[src/common/aux_watchdog_regs.svh]
/*
 * Register map, field positions, reset values and timing counts of the watchdog.
 * Assumes a 250 MHz register clock and a 32-bit APB with word-aligned registers.
 */
`ifndef AUX_WATCHDOG_REGS_SVH
`define AUX_WATCHDOG_REGS_SVH

// Register indices
`define WDT_UNITS_IDX      8'hf1
`define WDT_COUNT_IDX      8'hf2
`define WDT_CONF_IDX       8'hf3
`define WDT_CSR_IDX        8'hf4

// Byte addresses, four times the index
`define WDT_UNITS_ADDR     {2'b00, `WDT_UNITS_IDX, 2'b00}
`define WDT_COUNT_ADDR     {2'b00, `WDT_COUNT_IDX, 2'b00}
`define WDT_CONF_ADDR      {2'b00, `WDT_CONF_IDX, 2'b00}
`define WDT_CSR_ADDR       {2'b00, `WDT_CSR_IDX, 2'b00}

// Field positions
`define WDT_UNITS_SEC_BIT  7
`define WDT_CSR_STAT_BIT   0
`define WDT_CSR_FORCE_BIT  2
`define WDT_CSR_EXTEN_BIT  3

// Reset values
`define WDT_REG_RESET      8'h00

// Timing
`define WDT_CLK_NS         4
`define WDT_SECOND_NS      1000000000
`define WDT_SEC_CYCLES     (`WDT_SECOND_NS / `WDT_CLK_NS)
`define WDT_MIN_SECONDS    60

`endif

[src/common/aux_watchdog_pkg.sv]
/*
 * Types shared by the watchdog design: APB carrier structs and the timer states.
 * Assumes a 12-bit byte address and 32-bit data on the register bus.
 */
package aux_watchdog_pkg;

	// APB request from the master
	typedef struct packed {
		logic        psel;
		logic        penable;
		logic        pwrite;
		logic [11:0] paddr;
		logic [31:0] pwdata;
	} apb_req_t;

	// APB answer from the slave
	typedef struct packed {
		logic        pready;
		logic        pslverr;
		logic [31:0] prdata;
	} apb_rsp_t;

	// Timer states
	typedef enum logic [1:0] {
		WDT_IDLE    = 2'b00,
		WDT_RUN     = 2'b01,
		WDT_EXPIRED = 2'b10
	} wdt_state_t;

endpackage

[src/core/wdt_edge_detect.sv]
/*
 * Synchroniser and self-clearing rising-edge detector for the keyboard force pin.
 * Assumes the pin is asynchronous to clk_i; the pulse lasts one clock.
 */
`timescale 1ns/1ps
module wdt_edge_detect (
	// Clock and reset
	input  wire logic clk_i,
	input  wire logic rst_i,
	// Pin and gating
	input  wire logic pin_i,
	input  wire logic enable_i,
	// Event
	output logic      pulse_o
);

	logic [2:0] sh_r;
	logic [2:0] sh_nxt;
	logic       pulse_r;
	logic       pulse_nxt;

	////////////////////////////////////////////////////////////////
	// Two sync stages, then a history stage; only sh_r[1] reads sh_r[0]
	always_comb begin
		sh_nxt    = {sh_r[1], sh_r[0], pin_i};
		pulse_nxt = enable_i & sh_r[1] & ~sh_r[2];
	end

	always_ff @(posedge clk_i) begin
		if (rst_i) begin
			sh_r    <= 3'h0;
			pulse_r <= 1'b0;
		end else begin
			sh_r    <= sh_nxt;
			pulse_r <= pulse_nxt;
		end
	end

	assign pulse_o = pulse_r;
endmodule

[src/core/aux_watchdog_timer.sv]
/*
 * Watchdog timer with APB registers: unit select, timeout count, configuration and control/status.
 * Assumes a 250 MHz clock, a synchronous active-high reset and an asynchronous keyboard force pin.
 */
// The APB interface to the registers was chosen for this implementation.
`timescale 1ns/1ps
`include "aux_watchdog_regs.svh"

// Functional notes
// - Unit bit 0 means minutes, 1 seconds
// - Zero count keeps the watchdog disabled
// - Nonzero count is 1 to 255 units
// - Status bit reads 1 after timeout, writable
// - Force bit times out at once, self-clears
// - Enabled rising edge of pin forces timeout
// - Disabled pin activity is ignored
// - Pin edge-detected, ORed with software force
// - Units, count, config reset to zero
// - Units register reserved bits read zero
module aux_watchdog_timer #(
	parameter int unsigned SEC_CYCLES  = `WDT_SEC_CYCLES,
	parameter int unsigned MIN_SECONDS = `WDT_MIN_SECONDS
) (
	// Clock and reset
	input  wire logic                      clk_i,
	input  wire logic                      rst_i,
	// APB slave
	input  aux_watchdog_pkg::apb_req_t     apb_req_i,
	output aux_watchdog_pkg::apb_rsp_t     apb_rsp_o,
	// Keyboard controller force pin
	input  wire logic                      kbc_force_output_i,
	// Watchdog outputs
	output logic                           wdt_timeout_o,
	output logic                           wdt_status_o,
	output logic [7:0]                     wdt_config_o
);
	import aux_watchdog_pkg::*;

	////////////////////////////////////////////////////////////////
	// Register state
	logic       units_sec_r;
	logic       units_sec_nxt;
	logic [7:0] count_r;
	logic [7:0] count_nxt;
	logic [7:0] cfg_r;
	logic [7:0] cfg_nxt;
	logic       ext_en_r;
	logic       ext_en_nxt;
	logic       status_r;
	logic       status_nxt;

	// Bus state
	logic        ack_r;
	logic        ack_nxt;
	logic [31:0] rdata_r;
	logic [31:0] rdata_nxt;

	// Timer state
	wdt_state_t  state_r;
	wdt_state_t  state_nxt;
	logic [7:0]  left_r;
	logic [7:0]  left_nxt;
	logic [31:0] presc_r;
	logic [31:0] presc_nxt;
	logic [7:0]  secs_r;
	logic [7:0]  secs_nxt;
	logic        tout_r;
	logic        tout_nxt;

	// Decoded strobes
	logic        access;
	logic        wr_en;
	logic        hit;
	logic        sec_tick;
	logic        unit_tick;
	logic        expire;
	logic        sw_force;
	logic        ext_pulse;
	logic        event_any;
	logic        load_cnt;
	logic [31:0] rd_val;

	////////////////////////////////////////////////////////////////
	// Address decode, used for read, write and error
	function automatic logic [1:0] reg_sel(input logic [11:0] a, output logic ok);
		ok = 1'b1;
		case (a)
			`WDT_UNITS_ADDR: reg_sel = 2'd0;
			`WDT_COUNT_ADDR: reg_sel = 2'd1;
			`WDT_CONF_ADDR:  reg_sel = 2'd2;
			`WDT_CSR_ADDR:   reg_sel = 2'd3;
			default: begin
				reg_sel = 2'd0;
				ok      = 1'b0;
			end
		endcase
	endfunction

	logic [1:0] sel;

	// Bus strobes: one wait state, write lands with pready
	always_comb begin
		sel    = reg_sel(apb_req_i.paddr, hit);
		access = apb_req_i.psel & apb_req_i.penable;
		wr_en  = access & ack_r & apb_req_i.pwrite & hit;
	end

	// Read mux
	always_comb begin
		rd_val = 32'h0000_0000;
		case (sel)
			2'd0: rd_val[`WDT_UNITS_SEC_BIT] = units_sec_r;
			2'd1: rd_val[7:0] = count_r;
			2'd2: rd_val[7:0] = cfg_r;
			2'd3: begin
				rd_val[`WDT_CSR_STAT_BIT]  = status_r;
				rd_val[`WDT_CSR_EXTEN_BIT] = ext_en_r;
			end
			default: rd_val = 32'h0000_0000;
		endcase
		if (!hit) begin
			rd_val = 32'h0000_0000;
		end
	end

	// Bus next state
	always_comb begin
		ack_nxt   = access & ~ack_r;
		rdata_nxt = rdata_r;
		if (access && !ack_r) begin
			rdata_nxt = (apb_req_i.pwrite) ? 32'h0000_0000 : rd_val;
		end
	end

	always_ff @(posedge clk_i) begin
		if (rst_i) begin
			ack_r   <= 1'b0;
			rdata_r <= 32'h0000_0000;
		end else begin
			ack_r   <= ack_nxt;
			rdata_r <= rdata_nxt;
		end
	end

	// Answer group
	always_comb begin
		apb_rsp_o.pready  = ack_r;
		apb_rsp_o.pslverr = ack_r & ~hit;
		apb_rsp_o.prdata  = rdata_r;
	end

	////////////////////////////////////////////////////////////////
	// Software-visible registers
	always_comb begin
		units_sec_nxt = units_sec_r;
		count_nxt     = count_r;
		cfg_nxt       = cfg_r;
		ext_en_nxt    = ext_en_r;
		sw_force      = 1'b0;
		load_cnt      = 1'b0;
		if (wr_en) begin
			case (sel)
				2'd0: units_sec_nxt = apb_req_i.pwdata[`WDT_UNITS_SEC_BIT];
				2'd1: begin
					count_nxt = apb_req_i.pwdata[7:0];
					load_cnt  = 1'b1;
				end
				2'd2: cfg_nxt = apb_req_i.pwdata[7:0];
				2'd3: begin
					// Upper bits are not stored
					ext_en_nxt = apb_req_i.pwdata[`WDT_CSR_EXTEN_BIT];
					sw_force   = apb_req_i.pwdata[`WDT_CSR_FORCE_BIT];
				end
				default: cfg_nxt = cfg_r;
			endcase
		end
	end

	always_ff @(posedge clk_i) begin
		if (rst_i) begin
			units_sec_r <= 1'b0;
			count_r     <= `WDT_REG_RESET;
			cfg_r       <= `WDT_REG_RESET;
			ext_en_r    <= 1'b0;
		end else begin
			units_sec_r <= units_sec_nxt;
			count_r     <= count_nxt;
			cfg_r       <= cfg_nxt;
			ext_en_r    <= ext_en_nxt;
		end
	end

	////////////////////////////////////////////////////////////////
	// External force edge detector
	wdt_edge_detect u_edge (
		.clk_i    (clk_i),
		.rst_i    (rst_i),
		.pin_i    (kbc_force_output_i),
		.enable_i (ext_en_r),
		.pulse_o  (ext_pulse)
	);

	////////////////////////////////////////////////////////////////
	// Unit tick generator and countdown
	always_comb begin
		sec_tick  = (state_r == WDT_RUN) && (presc_r == SEC_CYCLES - 32'd1);
		unit_tick = sec_tick && (units_sec_r || (secs_r == 8'(MIN_SECONDS - 1)));
		expire    = unit_tick && (left_r == 8'h01);
		event_any = sw_force | ext_pulse | expire;
	end

	always_comb begin
		state_nxt = state_r;
		left_nxt  = left_r;
		presc_nxt = presc_r;
		secs_nxt  = secs_r;
		tout_nxt  = event_any;
		case (state_r)
			WDT_IDLE: begin
				presc_nxt = 32'h0;
				secs_nxt  = 8'h00;
			end
			WDT_RUN: begin
				presc_nxt = sec_tick ? 32'h0 : presc_r + 32'h1;
				if (sec_tick) begin
					secs_nxt = (unit_tick) ? 8'h00 : secs_r + 8'h01;
				end
				if (unit_tick) begin
					left_nxt = left_r - 8'h01;
				end
			end
			WDT_EXPIRED: begin
				presc_nxt = 32'h0;
			end
			default: state_nxt = WDT_IDLE;
		endcase
		if (event_any) begin
			state_nxt = WDT_EXPIRED;
		end
		// A fresh count write restarts or disables the timer
		if (load_cnt) begin
			left_nxt  = apb_req_i.pwdata[7:0];
			presc_nxt = 32'h0;
			secs_nxt  = 8'h00;
			state_nxt = (apb_req_i.pwdata[7:0] == 8'h00) ? WDT_IDLE : WDT_RUN;
		end
	end

	always_ff @(posedge clk_i) begin
		if (rst_i) begin
			state_r <= WDT_IDLE;
			left_r  <= 8'h00;
			presc_r <= 32'h0;
			secs_r  <= 8'h00;
			tout_r  <= 1'b0;
		end else begin
			state_r <= state_nxt;
			left_r  <= left_nxt;
			presc_r <= presc_nxt;
			secs_r  <= secs_nxt;
			tout_r  <= tout_nxt;
		end
	end

	////////////////////////////////////////////////////////////////
	// Status bit: a timeout event wins over a software write
	always_comb begin
		status_nxt = status_r;
		if (wr_en && sel == 2'd3) begin
			status_nxt = apb_req_i.pwdata[`WDT_CSR_STAT_BIT];
		end
		if (event_any) begin
			status_nxt = 1'b1;
		end
	end

	always_ff @(posedge clk_i) begin
		if (rst_i) begin
			status_r <= 1'b0;
		end else begin
			status_r <= status_nxt;
		end
	end

	// Outputs
	assign wdt_timeout_o = tout_r;
	assign wdt_status_o  = status_r;
	assign wdt_config_o  = cfg_r;
endmodule

[config.mk]
export PLATFORM = sky130hd
export DESIGN_NAME = aux_watchdog_timer
export DESIGN_NICKNAME = d
export VERILOG_FILES = /design/src/common/aux_watchdog_pkg.sv /design/src/core/wdt_edge_detect.sv /design/src/core/aux_watchdog_timer.sv
export VERILOG_INCLUDE_DIRS = /design/src /design/src/common
export SDC_FILE = /design/constraint.sdc
export NUM_CORES = 1
export LEC_CHECK = 0
export BUFFER_PORTS_ARGS = -buffer_cell sky130_fd_sc_hd__buf_4
export CAP_MARGIN = 5
export CORE_AREA = 2 2 102 94
export DETAILED_ROUTE_END_ITERATION = 6
export DIE_AREA = 0 0 104 96
export PLACE_DENSITY_LB_ADDON = 0.25
export RECOVER_POWER = 50
export SLEW_MARGIN = 0
export SYNTH_ARGS = -nofsm -noshare
export SYNTH_HDL_FRONTEND = slang
export SYNTH_SLANG_ARGS = --single-unit
[constraint.sdc]
create_clock -name clk_i -period 10.35 [get_ports clk_i]
set_input_delay 2.07 -clock clk_i [delete_from_list [all_inputs] [get_ports clk_i]]
set_output_delay 2.07 -clock clk_i [all_outputs]
set_load 0.005 [all_outputs]
==> run metrics <==
status=finished with violations; violations in the final reports=capacitance limit, slew limit; Detail Route Antenna Nets=0; origin of the worst setup path=apb_req_i[33]; r2r startpoint=presc_r[0]$_SDFFE_PP0P_; CTS buffer count=9; Gate Count Post-Synth=536; maximum fanout along the worst path=3; EDFF count, synth=0; Final Net Count=627; met1 global-route usage=0.303; DRT Wirelength=10500 µm; residual overflow from global routing=0; sequential cell area=1660 µm²; row cnt=33; most common cell in the netlist=sky130_fd_sc_hd__dfxtp_1; vias per std cell=5.71; main area contributors after synthesis=sky130_fd_sc_hd__dfxtp_1 38%, sky130_fd_sc_hd__nand2_1 5.5%, sky130_fd_sc_hd__a21oi_1 4.8%; Detailed Route Iter0 Violations=294; number of violations of the max-capacitance limit=1; via count=3966; die boundary height=96 µm; startpoint class of the critical path=input pin; share of the cycle needed by the critical path after routing=0.535; Worst Hold Class=reg -> reg; Core ar.=8920 µm²; clock slew at the register clock pins of the worst setup and hold paths=0.08 ns; global routing's busiest layer=met2; Antenna Cells=0; largest net degree at the start of global routing=44; Critical path destination=apb_rsp_o[32]; TritonCTS clock tree=done; sum of negative setup slack=0 ns; DRC Markers=0; worst setup path class=in -> out; Synth top area share=0.383; number of cells after detailed placement=678; starting density of the core=0.487; Global Route Usage Sum=0.216; flip-flop cell with the highest count after synthesis=sky130_fd_sc_hd__dfxtp_1; maximum vdd ir drop=0.0000641 V; Seq/Total Area, Yosys=0.383; Sinks on Clock Net=83; Port Buffer Count=45; global routing met2 resource utilization=0.338; DP Wirelength=7210 µm; leak pwr=1.63 nW; data arrival time of the critical path=3.47 ns; Setup crit end kind=primary output; number of synthesis warnings=0; Worst Hold Slack=0.452 ns; count of pins over their slew limit=44; vias in the first global route=3621; Clk Latency, worst-skew pair=0.36 ns; Required @ worst endpoint=8.28 ns; post-synthesis cell area=4340 µm²; H-tree depth reported by CTS=3; RSZ-0062 raised after global routing=no; ranking of synthesized cells by instance count=83 x sky130_fd_sc_hd__dfxtp_1, 64 x sky130_fd_sc_hd__nand2_1, 49 x sky130_fd_sc_hd__nor2_1; async set-or-reset flop fraction in the synthesized netlist=0; post-synthesis register bit count=83; combined area of the multi-input logic cells=2460 µm²; R2R cell count=6; grt met3 use=0.0393; Slew @ Worst Pin=1.85 ns; full die area=9980 µm²; Final Non-Filler Cells=694; f_max=0.181 GHz; maximum clock path buffer count=2; total power divided by cell area=124 nW/µm²; final weighted congestion in routability-driven placement=0.844; share of post-route cells with drive strength above 1=0.131; Die Span X=104 µm; final critical-path setup slack=4.81 ns; dominant cell type by area after synthesis=sky130_fd_sc_hd__dfxtp_1; remaining max-slew budget at the tightest pin=-0.236; DP Worst Slack=4.46 ns; post-CTS sizing=0; final worst path period need=5.54 ns; hold_buf cts=0; number of ports placed on the die boundary=94; root buffer selected by CTS=sky130_fd_sc_hd__clkbuf_8; hold violation total from the final report=0; post-synthesis to final-layout area growth=12.1%; first-pass GRT wire length=17600 µm; number of setup buffers added after CTS=0; Routed wire per std cell=15.1 µm; antenna violations before repair=0; total iterations of the first detailed-routing run=5; worst clock skew on the final layout=0.00727 ns; synth unique cells=59; Worst R2R End=presc_r[22]$_SDFFE_PP0P_; count of fill cells added during filler insertion=852; Setup violations, final=0; reg2reg setup slack=7.72 ns; Avg Inst Size Synth=8.10 µm²
[how the worst min path moves through the flow]
stage,cells after the start,end,from,slack (ns)
2_1_floorplan,1,u_edge.sh_r[1]$_SDFF_PP0_,u_edge.sh_r[0]$_SDFF_PP0_,0.41
3_3_place_gp,1,u_edge.sh_r[1]$_SDFF_PP0_,u_edge.sh_r[0]$_SDFF_PP0_,0.44
3_5_place_dp,1,u_edge.sh_r[1]$_SDFF_PP0_,u_edge.sh_r[0]$_SDFF_PP0_,0.44
4_1_cts,2,count_r[6]$_SDFFE_PP0P_,count_r[6]$_SDFFE_PP0P_,0.46
5_1_grt,1,u_edge.sh_r[1]$_SDFF_PP0_,u_edge.sh_r[0]$_SDFF_PP0_,0.48
6_report,1,u_edge.sh_r[1]$_SDFF_PP0_,u_edge.sh_r[0]$_SDFF_PP0_,0.45
[per-stage QoR]
| step | cell area [µm²] | power [mW] | utilization |
|---|---|---|---|
| global route | 4870 | 0.624 | 0.546 |
| finish | 4870 | 0.604 | 0.546 |
| floorplan | 4430 | 0.343 | - |
| CTS | 4880 | 0.611 | 0.547 |
| global placement | 4650 | 0.347 | 0.522 |
| detailed placement | 4650 | 0.348 | 0.522 |
[power breakdown]
group / leakage [nW] / internal, mW / switching [mW] / total (mW)
clock network: 0.117 / 0.143 / 0.121 / 0.264
registers: 0.669 / 0.320 / 0.000202 / 0.320
logic: 0.840 / 0.00831 / 0.0122 / 0.0205
[worst max-delay path, cell delays in order]
cell                       delay, ns
sky130_fd_sc_hd__clkbuf_4       0.10
sky130_fd_sc_hd__or3_1          0.40
sky130_fd_sc_hd__or4_1          0.54
sky130_fd_sc_hd__o21a_1         0.22
sky130_fd_sc_hd__buf_4          0.13
[area by class of cell]
class / count / share of cell area
clock buffers: 10 / 0.0283
clock inverters: 6 / 0.0180
flip-flops and latches: 83 / 0.341
multi-input cells: 419 / 0.505
repair buffers: 48 / 0.0717
inverters: 6 / 0.00463
well taps: 122 / 0.0314
[placed cells by master (no fill, tap or decap), drive strengths merged, types with 3 or more instances in the layout]
master / count
or3: 12
a222oi: 3
nor4b: 4
a31oi: 13
nor2b: 7
buf: 27
nor4: 12
a2bb2oi: 5
or4: 6
nand3: 40
dfxtp: 83
and3: 9
nand3b: 4
xnor2: 14
a21oi: 42
a211oi: 11
nand4: 12
xor2: 8
ha: 10
nand2: 64
o21ai: 14
nor3: 13
conb: 24
a311oi: 3
a22oi: 7
nor2: 49
and2: 5
inv: 7
clkbuf: 31
nand2b: 7
clkinv: 3
[logic make-up (layout without fill, tap and decap cells)]
family | count (synthesis) | count (layout) | share of synthesized area
and+or+nand+nor | 253 | 253 | 0.306
AOI/OAI and AO/OA | 108 | 108 | 0.159
DFF | 83 | 83 | 0.383
buffers and inverters | 57 | 70 | 0.0729
xor gates and xnor gates | 22 | 22 | 0.0444
adders and majority gates | 10 | 10 | 0.0288
muxes | 2 | 2 | 0.00461
other | 1 | 24 | 0.000864
[flip-flops by register name (all words and copies together), names as in the netlist]
| signal | cells |
|---|---|
| left_r | 8 |
| ext_en_r | 1 |
| ack_r | 1 |
| u_edge.pulse_o | 1 |
| units_sec_r | 1 |
| state_r | 2 |
| wdt_status_o | 1 |
| wdt_config_o | 8 |
| presc_r | 32 |
| secs_r | 8 |
| count_r | 8 |
| wdt_timeout_o | 1 |
| rdata_r | 8 |
| u_edge.sh_r | 3 |
[routing by layer]
layer	vias to the layer above	routed length, µm
li1	1942	-
met1	1879	5110
met2	131	4580
met3	14	644
met4	0	143
met5	-	0
(Power assumes the default switching activity.)
